`src/rtl/dfp_pkg.sv`:
```
// Purpose: Shared constants and types for the dual-function host and control pin block
// Assumes: APB with 32-bit data, byte addresses, one aligned word per register
// Notes: Offsets and field positions are used by name only
package dfp_pkg;
  localparam logic [7:0] DFP_OFS_CTRL = 8'h00;
  localparam logic [7:0] DFP_OFS_CCHAN = 8'h04;
  localparam logic [7:0] DFP_OFS_STATUS = 8'h08;
  localparam logic [7:0] DFP_OFS_MPBOX = 8'h0C;
  localparam int DFP_CTRL_TE_BIT = 0;
  localparam logic [31:0] DFP_CTRL_RST = 32'h0000_0000;
  localparam logic [3:0] DFP_CCHAN_RST = 4'h1;
  localparam int DFP_MP_WORDS = 4;
  localparam int DFP_MP_AW = 2;
  localparam logic [7:0] DFP_FLAG = 8'h7E;
  localparam logic [2:0] DFP_FLAG_LAST = 3'h7;
  localparam logic [2:0] DFP_BIT_ZERO = 3'h0;
  localparam logic [1:0] DFP_PIN_SYNC_RST = 2'h0;
  localparam logic [7:0] DFP_BYTE_ZERO = 8'h00;
  localparam logic [31:0] DFP_WORD_ZERO = 32'h0000_0000;

  // Controls that come from pins or from the serial control channel
  typedef struct packed {
    logic dchan_request;
    logic dchan_in_b1;
    logic signalling_rank;
    logic timing_select;
  } dfp_ctl_s;

  // Strobe pin samples, current and previous
  typedef struct packed {
    logic rw;
    logic data_strobe;
    logic address_strobe;
    logic sel_n;
  } dfp_pins_s;

  typedef enum logic {
    DFP_BUS_DS = 1'b0,
    DFP_BUS_SEP = 1'b1
  } dfp_bus_e;

  // Gray order along idle, wait, flag, send
  typedef enum logic [1:0] {
    DFP_IDLE = 2'b00,
    DFP_WAIT = 2'b01,
    DFP_FLAGS = 2'b11,
    DFP_SEND = 2'b10
  } dfp_state_e;
endpackage : dfp_pkg

```
`src/rtl/dfp_pins.sv`:
```
// Purpose: Microprocessor port or controllerless controls on four shared pins
// Assumes: All pin inputs synchronous to REF_CLK; APB master holds requests
// Notes: Microport reaches a four-byte mailbox; C-channel controls come over APB
`timescale 1ns/100ps

// Functional notes
// Mode input high: pins form microport; low: static controls and status.
// Strobe low at address-strobe rise picks data-strobe mode; reset sets it.
// Host drives read-not-write high to read, low to write in data-strobe mode.
// Separate-strobe mode: read-not-write pin is write strobe capturing data.
// Host holds data strobe during write data; device drives reads while high.
// Separate-strobe mode: data-strobe pin is read strobe, device outputs data.
// Address latched at address-strobe fall; in separate mode it is latch enable.
// Device answers microport accesses only while chip select is low.
// Network mode: timing select 0 gives fixed timing, 1 keeps adaptive.
// Terminal mode: same input is access priority, high kept for signalling.
// D-channel-in-B1 high routes all eight D bits to the B1 slot.
// While D-in-B1 routing is active, line D-channel carries marks.
// Control source 0 takes serial channel controls; 1 takes the pins.
// Serial source ignores control pins but status outputs stay valid.
// Request high sends opening flag when channel free, otherwise waits.
// Successful D-channel acquisition is reported on the grant output.
// Grant follows first flag zero; grant dropping mid-packet means lost.
// Request low keeps continuous ones on the line D-channel.
// Bus driven only during a selected read, otherwise released.
module dfp_pins (
  input wire logic REF_CLK,
  input wire logic RST,
  input wire logic CMODE,
  input wire logic RW_OR_TSEL,
  input wire logic STROBE_OR_DCHAN_IN_B1,
  input wire logic LATCH_OR_CSRC,
  input wire logic SEL_N_OR_DCHAN_REQUEST,
  input wire logic [7:0] AD_IN,
  output logic [7:0] AD_OUT,
  output logic AD_OE_N,
  input wire logic DCHAN_FREE,
  input wire logic D_BIT_TICK,
  input wire logic PKT_D_BIT,
  output logic LINE_D_BIT,
  output logic DCHAN_GRANT,
  output logic GRANT_PIN_OUT,
  output logic GRANT_PIN_OE_N,
  output logic TIMING_ADAPTIVE,
  output logic SIGNALLING_RANK,
  output logic DCHAN_B1_ROUTE,
  output logic CTRL_FROM_PINS,
  input wire logic PSEL,
  input wire logic PENABLE,
  input wire logic PWRITE,
  input wire logic [7:0] PADDR,
  input wire logic [31:0] PWDATA,
  output logic [31:0] PRDATA,
  output logic PREADY,
  output logic PSLVERR
);
  dfp_pkg::dfp_pins_s pin_r, pin_prev_r;
  dfp_pkg::dfp_bus_e bus_mode_r;
  dfp_pkg::dfp_state_e state_r, state_nxt;
  logic [dfp_pkg::DFP_MP_AW-1:0] addr_r;
  logic [7:0] ad_r;
  logic [7:0] mbox_r [dfp_pkg::DFP_MP_WORDS];
  logic [31:0] ctrl_r;
  logic [3:0] cchan_r;
  logic [2:0] bit_r;
  logic grant_r;
  logic line_r;
  logic pready_r;
  logic [31:0] prdata_r;
  logic pslverr_r;
  logic oe_n_r;
  logic [7:0] ad_out_r;
  logic adapt_r, rank_r, b1_r, csrc_r;

  // Registered pin samples so every edge test uses flops, not raw inputs
  dfp_pkg::dfp_pins_s pin_now;
  assign pin_now = '{rw: RW_OR_TSEL, data_strobe: STROBE_OR_DCHAN_IN_B1,
                     address_strobe: LATCH_OR_CSRC, sel_n: SEL_N_OR_DCHAN_REQUEST};

  // Microport decode
  wire micro_on = CMODE;
  wire selected = micro_on & ~pin_r.sel_n;
  wire as_rise = pin_r.address_strobe & ~pin_prev_r.address_strobe;
  wire as_fall = ~pin_r.address_strobe & pin_prev_r.address_strobe;
  wire ds_fall = ~pin_r.data_strobe & pin_prev_r.data_strobe;
  wire wr_rise = pin_r.rw & ~pin_prev_r.rw;
  wire ds_mode = (bus_mode_r == dfp_pkg::DFP_BUS_DS);
  // Data-strobe write ends when the strobe falls with write direction held
  wire wr_ds = ds_mode & ds_fall & ~pin_prev_r.rw;
  // Separate write strobe is active low; data taken at its trailing edge
  wire wr_sep = ~ds_mode & wr_rise;
  wire wr_take = selected & (wr_ds | wr_sep);
  wire rd_ds = ds_mode & pin_r.data_strobe & pin_r.rw;
  wire rd_sep = ~ds_mode & ~pin_r.data_strobe;
  wire rd_drive = selected & (rd_ds | rd_sep);

  // Control source: pins or the serial control channel stand-in
  dfp_pkg::dfp_ctl_s pin_ctl, ser_ctl, eff_ctl;
  assign pin_ctl = '{dchan_request: pin_r.sel_n, dchan_in_b1: pin_r.data_strobe,
                     signalling_rank: pin_r.rw, timing_select: pin_r.rw};
  assign ser_ctl = dfp_pkg::dfp_ctl_s'(cchan_r);
  wire pins_rule = ~micro_on & pin_r.address_strobe;
  // Serial source: pin levels are never looked at, status stays live
  assign eff_ctl = pins_rule ? pin_ctl : ser_ctl;
  wire te_mode = ctrl_r[dfp_pkg::DFP_CTRL_TE_BIT];

  // APB decode
  wire apb_acc = PSEL & PENABLE;
  wire apb_done = apb_acc & pready_r;
  wire hit_ctrl = (PADDR == dfp_pkg::DFP_OFS_CTRL);
  wire hit_cchan = (PADDR == dfp_pkg::DFP_OFS_CCHAN);
  wire hit_stat = (PADDR == dfp_pkg::DFP_OFS_STATUS);
  wire hit_mbox = (PADDR == dfp_pkg::DFP_OFS_MPBOX);
  wire hit_any = hit_ctrl | hit_cchan | hit_stat | hit_mbox;
  wire [31:0] status_word = {20'h0_0000, eff_ctl, 1'b0, te_mode, csrc_r,
                             grant_r, state_r, bus_mode_r, micro_on};
  wire [31:0] mbox_word = {mbox_r[3], mbox_r[2], mbox_r[1], mbox_r[0]};
  wire [31:0] rd_word = hit_ctrl ? ctrl_r :
                        hit_cchan ? {28'h000_0000, cchan_r} :
                        hit_stat ? status_word :
                        hit_mbox ? mbox_word : dfp_pkg::DFP_WORD_ZERO;

  // D-channel access sequencer, terminal mode only
  wire req = te_mode & ~micro_on & eff_ctl.dchan_request & ~eff_ctl.dchan_in_b1;
  wire flag_bit = dfp_pkg::DFP_FLAG[dfp_pkg::DFP_FLAG_LAST - bit_r];
  always_comb begin
    state_nxt = state_r;
    case (state_r)
      dfp_pkg::DFP_IDLE: begin
        if (req) begin
          state_nxt = dfp_pkg::DFP_WAIT;
        end
      end
      dfp_pkg::DFP_WAIT: begin
        if (!req) begin
          state_nxt = dfp_pkg::DFP_IDLE;
        end else if (D_BIT_TICK && DCHAN_FREE) begin
          state_nxt = dfp_pkg::DFP_FLAGS;
        end
      end
      dfp_pkg::DFP_FLAGS: begin
        if (!req) begin
          state_nxt = dfp_pkg::DFP_IDLE;
        end else if (!DCHAN_FREE) begin
          state_nxt = dfp_pkg::DFP_WAIT;
        end else if (D_BIT_TICK && bit_r == dfp_pkg::DFP_FLAG_LAST) begin
          state_nxt = dfp_pkg::DFP_SEND;
        end
      end
      dfp_pkg::DFP_SEND: begin
        if (!req) begin
          state_nxt = dfp_pkg::DFP_IDLE;
        end else if (!DCHAN_FREE) begin
          state_nxt = dfp_pkg::DFP_WAIT;
        end
      end
      default: state_nxt = dfp_pkg::DFP_IDLE;
    endcase
  end

  // Line bit: marks unless a flag or packet is under way
  wire line_nxt = eff_ctl.dchan_in_b1 ? 1'b1 :
                  (state_nxt == dfp_pkg::DFP_FLAGS && state_r == dfp_pkg::DFP_WAIT) ?
                  dfp_pkg::DFP_FLAG[7] :
                  (state_r == dfp_pkg::DFP_FLAGS) ? flag_bit :
                  (state_r == dfp_pkg::DFP_SEND) ? PKT_D_BIT : 1'b1;
  // Grant rises on the same edge that puts the first flag zero on the line, falls on loss
  wire grant_nxt = (state_nxt == dfp_pkg::DFP_FLAGS) | (state_nxt == dfp_pkg::DFP_SEND);

  always_ff @(posedge REF_CLK or posedge RST) begin
    if (RST) begin
      pin_r <= '0;
      pin_prev_r <= '0;
    end else begin
      pin_r <= pin_now;
      pin_prev_r <= pin_r;
    end
  end

  always_ff @(posedge REF_CLK or posedge RST) begin
    if (RST) begin
      bus_mode_r <= dfp_pkg::DFP_BUS_DS;
    end else if (micro_on && as_rise) begin
      bus_mode_r <= pin_r.data_strobe ? dfp_pkg::DFP_BUS_SEP : dfp_pkg::DFP_BUS_DS;
    end
  end

  // Latch closes on the falling strobe in both bus modes
  always_ff @(posedge REF_CLK or posedge RST) begin
    if (RST) begin
      addr_r <= '0;
    end else if (selected && as_fall) begin
      addr_r <= ad_r[dfp_pkg::DFP_MP_AW-1:0];
    end
  end

  always_ff @(posedge REF_CLK or posedge RST) begin
    if (RST) begin
      ad_r <= dfp_pkg::DFP_BYTE_ZERO;
    end else begin
      ad_r <= AD_IN;
    end
  end

  // Write uses the data sampled together with the strobe level that shows the closing edge
  genvar gi;
  generate
    for (gi = 0; gi < dfp_pkg::DFP_MP_WORDS; gi++) begin : g_mbox
      always_ff @(posedge REF_CLK or posedge RST) begin
        if (RST) begin
          mbox_r[gi] <= dfp_pkg::DFP_BYTE_ZERO;
        end else if (wr_take && addr_r == (dfp_pkg::DFP_MP_AW)'(gi)) begin
          mbox_r[gi] <= ad_r;
        end
      end
    end
  endgenerate

  always_ff @(posedge REF_CLK or posedge RST) begin
    if (RST) begin
      oe_n_r <= 1'b1;
      ad_out_r <= dfp_pkg::DFP_BYTE_ZERO;
    end else begin
      oe_n_r <= ~rd_drive;
      ad_out_r <= mbox_r[addr_r];
    end
  end

  always_ff @(posedge REF_CLK or posedge RST) begin
    if (RST) begin
      adapt_r <= 1'b1;
      rank_r <= 1'b0;
      b1_r <= 1'b0;
      csrc_r <= 1'b0;
    end else begin
      adapt_r <= te_mode | eff_ctl.timing_select;
      rank_r <= te_mode & eff_ctl.signalling_rank;
      b1_r <= ~micro_on & eff_ctl.dchan_in_b1;
      csrc_r <= pins_rule;
    end
  end

  always_ff @(posedge REF_CLK or posedge RST) begin
    if (RST) begin
      state_r <= dfp_pkg::DFP_IDLE;
      bit_r <= dfp_pkg::DFP_BIT_ZERO;
      grant_r <= 1'b0;
      line_r <= 1'b1;
    end else begin
      state_r <= state_nxt;
      grant_r <= grant_nxt;
      if (state_nxt != dfp_pkg::DFP_FLAGS) begin
        bit_r <= dfp_pkg::DFP_BIT_ZERO;
      end else if (D_BIT_TICK) begin
        bit_r <= bit_r + 3'h1;
      end
      if (D_BIT_TICK) begin
        line_r <= line_nxt;
      end
    end
  end

  // One wait state keeps PRDATA and PREADY straight from flops
  always_ff @(posedge REF_CLK or posedge RST) begin
    if (RST) begin
      pready_r <= 1'b0;
      prdata_r <= dfp_pkg::DFP_WORD_ZERO;
      pslverr_r <= 1'b0;
    end else begin
      pready_r <= apb_acc & ~pready_r;
      prdata_r <= (apb_acc && !PWRITE) ? rd_word : dfp_pkg::DFP_WORD_ZERO;
      pslverr_r <= apb_acc & ~pready_r & ~hit_any;
    end
  end

  always_ff @(posedge REF_CLK or posedge RST) begin
    if (RST) begin
      ctrl_r <= dfp_pkg::DFP_CTRL_RST;
      cchan_r <= dfp_pkg::DFP_CCHAN_RST;
    end else if (apb_done && PWRITE) begin
      if (hit_ctrl) begin
        ctrl_r <= PWDATA;
      end
      if (hit_cchan) begin
        cchan_r <= PWDATA[3:0];
      end
    end
  end

  assign AD_OUT = ad_out_r;
  assign AD_OE_N = oe_n_r;
  assign LINE_D_BIT = line_r;
  assign DCHAN_GRANT = grant_r;
  assign GRANT_PIN_OUT = 1'b0;
  // Open drain: pulled low until granted, released to high on grant
  assign GRANT_PIN_OE_N = grant_r;
  assign TIMING_ADAPTIVE = adapt_r;
  assign SIGNALLING_RANK = rank_r;
  assign DCHAN_B1_ROUTE = b1_r;
  assign CTRL_FROM_PINS = csrc_r;
  assign PRDATA = prdata_r;
  assign PREADY = pready_r;
  assign PSLVERR = pslverr_r;
endmodule : dfp_pins

```
`config.mk`:
```
export PLATFORM = sky130hd
export DESIGN_NAME = dfp_pins
export DESIGN_NICKNAME = d
export VERILOG_FILES = /design/src/rtl/dfp_pkg.sv /design/src/rtl/dfp_pins.sv
export SDC_FILE = /design/constraint.sdc
export NUM_CORES = 1
export LEC_CHECK = 0
export BUFFER_PORTS_ARGS = -buffer_cell sky130_fd_sc_hd__buf_2
export CORE_UTILIZATION = 40
export DETAILED_ROUTE_END_ITERATION = 16
export PLACE_DENSITY_LB_ADDON = 0.2
export REMOVE_ABC_BUFFERS = 1
export SLEW_MARGIN = 40
export SYNTH_ARGS = -nofsm -noshare
export SYNTH_HDL_FRONTEND = slang
export SYNTH_SLANG_ARGS = --single-unit
```
`constraint.sdc`:
```
create_clock -name REF_CLK -period 5.95 [get_ports REF_CLK]
set_input_delay 0.595 -clock REF_CLK [delete_from_list [all_inputs] [get_ports REF_CLK]]
set_output_delay 0.595 -clock REF_CLK [all_outputs]
set_load 0.02 [all_outputs]
```
==> results.sh <==
export IMPL_gp_congestion=0.768
export IMPL_synthArstFlopShare=1.00
export IMPL_grt_remaining_overflow=0
export IMPL_post_route_drc_count=0
export IMPL_fin_tns_setup_ns=0
export IMPL_ys_warnings_count=0
export IMPL_ys_seq_elements=140
export IMPL_slew_violations=0
export IMPL_synth_edf_count=0
export IMPL_hpwlAfterDp_um=7710
export IMPL_grt_first_pass_wirelength_um=19400
export IMPL_rrSetupSlack_ns=3.89
export IMPL_syn_area_sq_um=5630
export IMPL_cts_resized=0
export IMPL_min_path_type="primary input to asynchronous set/reset pin"
export IMPL_p_leak_nw=3.36
export IMPL_critPathRequiredTime_ns=6.25
export IMPL_synth_area_leaders="dfrtp_1, mux2_2, mux4_2"
export IMPL_yosysTopAreaCell="dfrtp_1"
export IMPL_synth_common_cells="dfrtp_1, mux2_2, nor2_1, a22oi_1"
export IMPL_grt_use_total=0.180
export IMPL_final_nets=561
export IMPL_max_freq_mhz=486
export IMPL_peakVddDrop_v=0.000218
export IMPL_path_class="register to register"
export IMPL_die_w_um=121
export IMPL_rows=42
export IMPL_finalHoldViolations=0
export IMPL_clk_latency_ns=0.42
export IMPL_syn_avg_cell_area_sq_um=14.5
export IMPL_synthFlopType="dfrtp_1"
export IMPL_ios=112
export IMPL_cts_tree="built"
export IMPL_wl_um=12000
export IMPL_reg2reg_from="addr_r[1]"
export IMPL_first_pass_iters=5
export IMPL_antenna_found_initial=0
export IMPL_yosysUniqueCellTypes=43
export IMPL_slew_headroom=0.530
export IMPL_routed_via_density=5.06
export IMPL_skew_ns=0.00700
export IMPL_numCtsBuffers=17
export IMPL_clk_pin_slew_ns=0.06
export IMPL_hold_buffers=0
export IMPL_syn_inst=387
export IMPL_crit_fanout=13
export IMPL_setup_viol=0
export IMPL_core_area_sq_um=13500
export IMPL_period_needed_ns=2.06
export IMPL_area_growth_pct=22.6
export IMPL_hold_slack_ns=0.238
export IMPL_routedWlPerCell_um=17.5
export IMPL_drv_cap=0
export IMPL_n_antenna_cell=0
export IMPL_startpoint_type="register"
export IMPL_critPathLaunch="addr_r[1]"
export IMPL_finalCritPeriodShare=0.345
export IMPL_die_area_sq_um=14500
export IMPL_die_h_um=121
export IMPL_finalPower_w=0.00244
export IMPL_cts_max_path_buffers=2
export IMPL_cts_sinks=140
export IMPL_cp_end_kind="register"
export IMPL_first_global_vias=3605
export IMPL_place_area_sq_um=6320
export IMPL_ys_seq_area_frac=0.624
export IMPL_drive_gt1_frac=0.475
export IMPL_post_cts_buffers=0
export IMPL_initial_core_util=0.417
export IMPL_cp_arrival_ns=2.35
export IMPL_grt_max_degree=82
export IMPL_dr_total_vias=3471
export IMPL_synth_most_common_cell="dfrtp_1"
export IMPL_initialDrtViolationCount=206
export IMPL_worst_pin_slew_ns=0.705
export IMPL_cts_root_buf="clkbuf_16"
export IMPL_p_per_area_nw_per_um2=353
export IMPL_final_core_util=0.511
export IMPL_io_buffers=110
export IMPL_synth_top_cell_area_share=0.605
export IMPL_antenna_left=0
export IMPL_status="complete, no violations"
export IMPL_final_cell_area_sq_um=6900
export IMPL_cts_htree_levels=4
export IMPL_rsz0062_at_grt="no"
==> path summary, 6_finish.rpt <==
check / endpoint / cells after the start
max: mbox_r[0] / 2
min: PREADY / 2
max reg2reg: mbox_r[0] / 2
min reg2reg: PREADY / 1
max in group asynchronous: addr_r[0] / 3
min in group REF_CLK: ad_r[5] / 1
==> through the flow <==
stage          setup slack (ns)  cells
2_1_floorplan              1.61    366
3_3_place_gp               3.48    654
3_5_place_dp               3.48    654
4_1_cts                    3.82    686
5_1_grt                    3.76    686
6_report                   3.89    686
==> logic make-up (layout without fill, tap and decap cells) <==
kind of cell	after synthesis	count (layout)	synth area share
compound gates	42	42	0.0534
xor+xnor	1	1	0.00156
fa+ha+maj	3	3	0.00667
buf+inv	25	148	0.0229
flops	140	140	0.624
mux	95	95	0.212
other cells	1	1	0.000666
simple gates	80	80	0.0796
==> flip-flops by register name, summed over array words and instances (netlist names), 2 cells and up <==
signal	cells
ad_r	8
cchan_r	4
PRDATA	32
ctrl_r	32
pin_ctl	3
mbox_r	32
bit_r	3
state_r	2
addr_r	2
pin_prev_r	3
AD_OUT	8
==> cells in the final DEF (no fill, tap or decap), types with 3 or more instances in the layout <==
cell type,instances
nor2_1,41
a21oi_1,8
mux4_2,12
dfrtp_1,135
a211o_1,4
buf_2,110
clkbuf_16,17
clkinv_2,5
inv_6,4
a22oi_1,22
dfstp_2,4
mux2_2,71
nand2_1,12
nor2b_1,7
mux2i_1,11
inv_1,3
ha_1,3
==> report_power, final <==
| part | total [W] | internal [W] | switching (W) |
|---|---|---|---|
| clock network | 0.00102 | 0.000617 | 0.000406 |
| registers | 0.00115 | 0.00105 | 0.0000921 |
| logic | 0.000267 | 0.000144 | 0.000122 |
| total | 0.00244 | 0.00182 | 0.000621 |
==> worst max-delay path: stages, from the launching register on <==
cell     delay (ns)
dfrtp_1        0.73
nand4_1        0.71
mux2_2         0.50
==> per-layer routing <==
metal | share of wire | routed length [um] | global-route usage | vias up
met5 | 0 | 0 | 0 | -
met4 | 0.0081 | 98 | 0.0671 | 0
met3 | 0.047 | 564 | 0.0462 | 8
met2 | 0.47 | 5600 | 0.270 | 98
met1 | 0.48 | 5760 | 0.252 | 1755
li1 | - | - | - | 1610
==> cell type report <==
class,instances,area (sq um)
Multi-Input combinational cell,222,2000
Sequential cell,140,3510
Tap cell,176,220
Clock buffer,18,429
Fill cell,1185,6610
Inverter,4,20.0
Timing Repair Buffer,112,569
Clock inverter,14,144
Power figures use the tool's default switching activity.
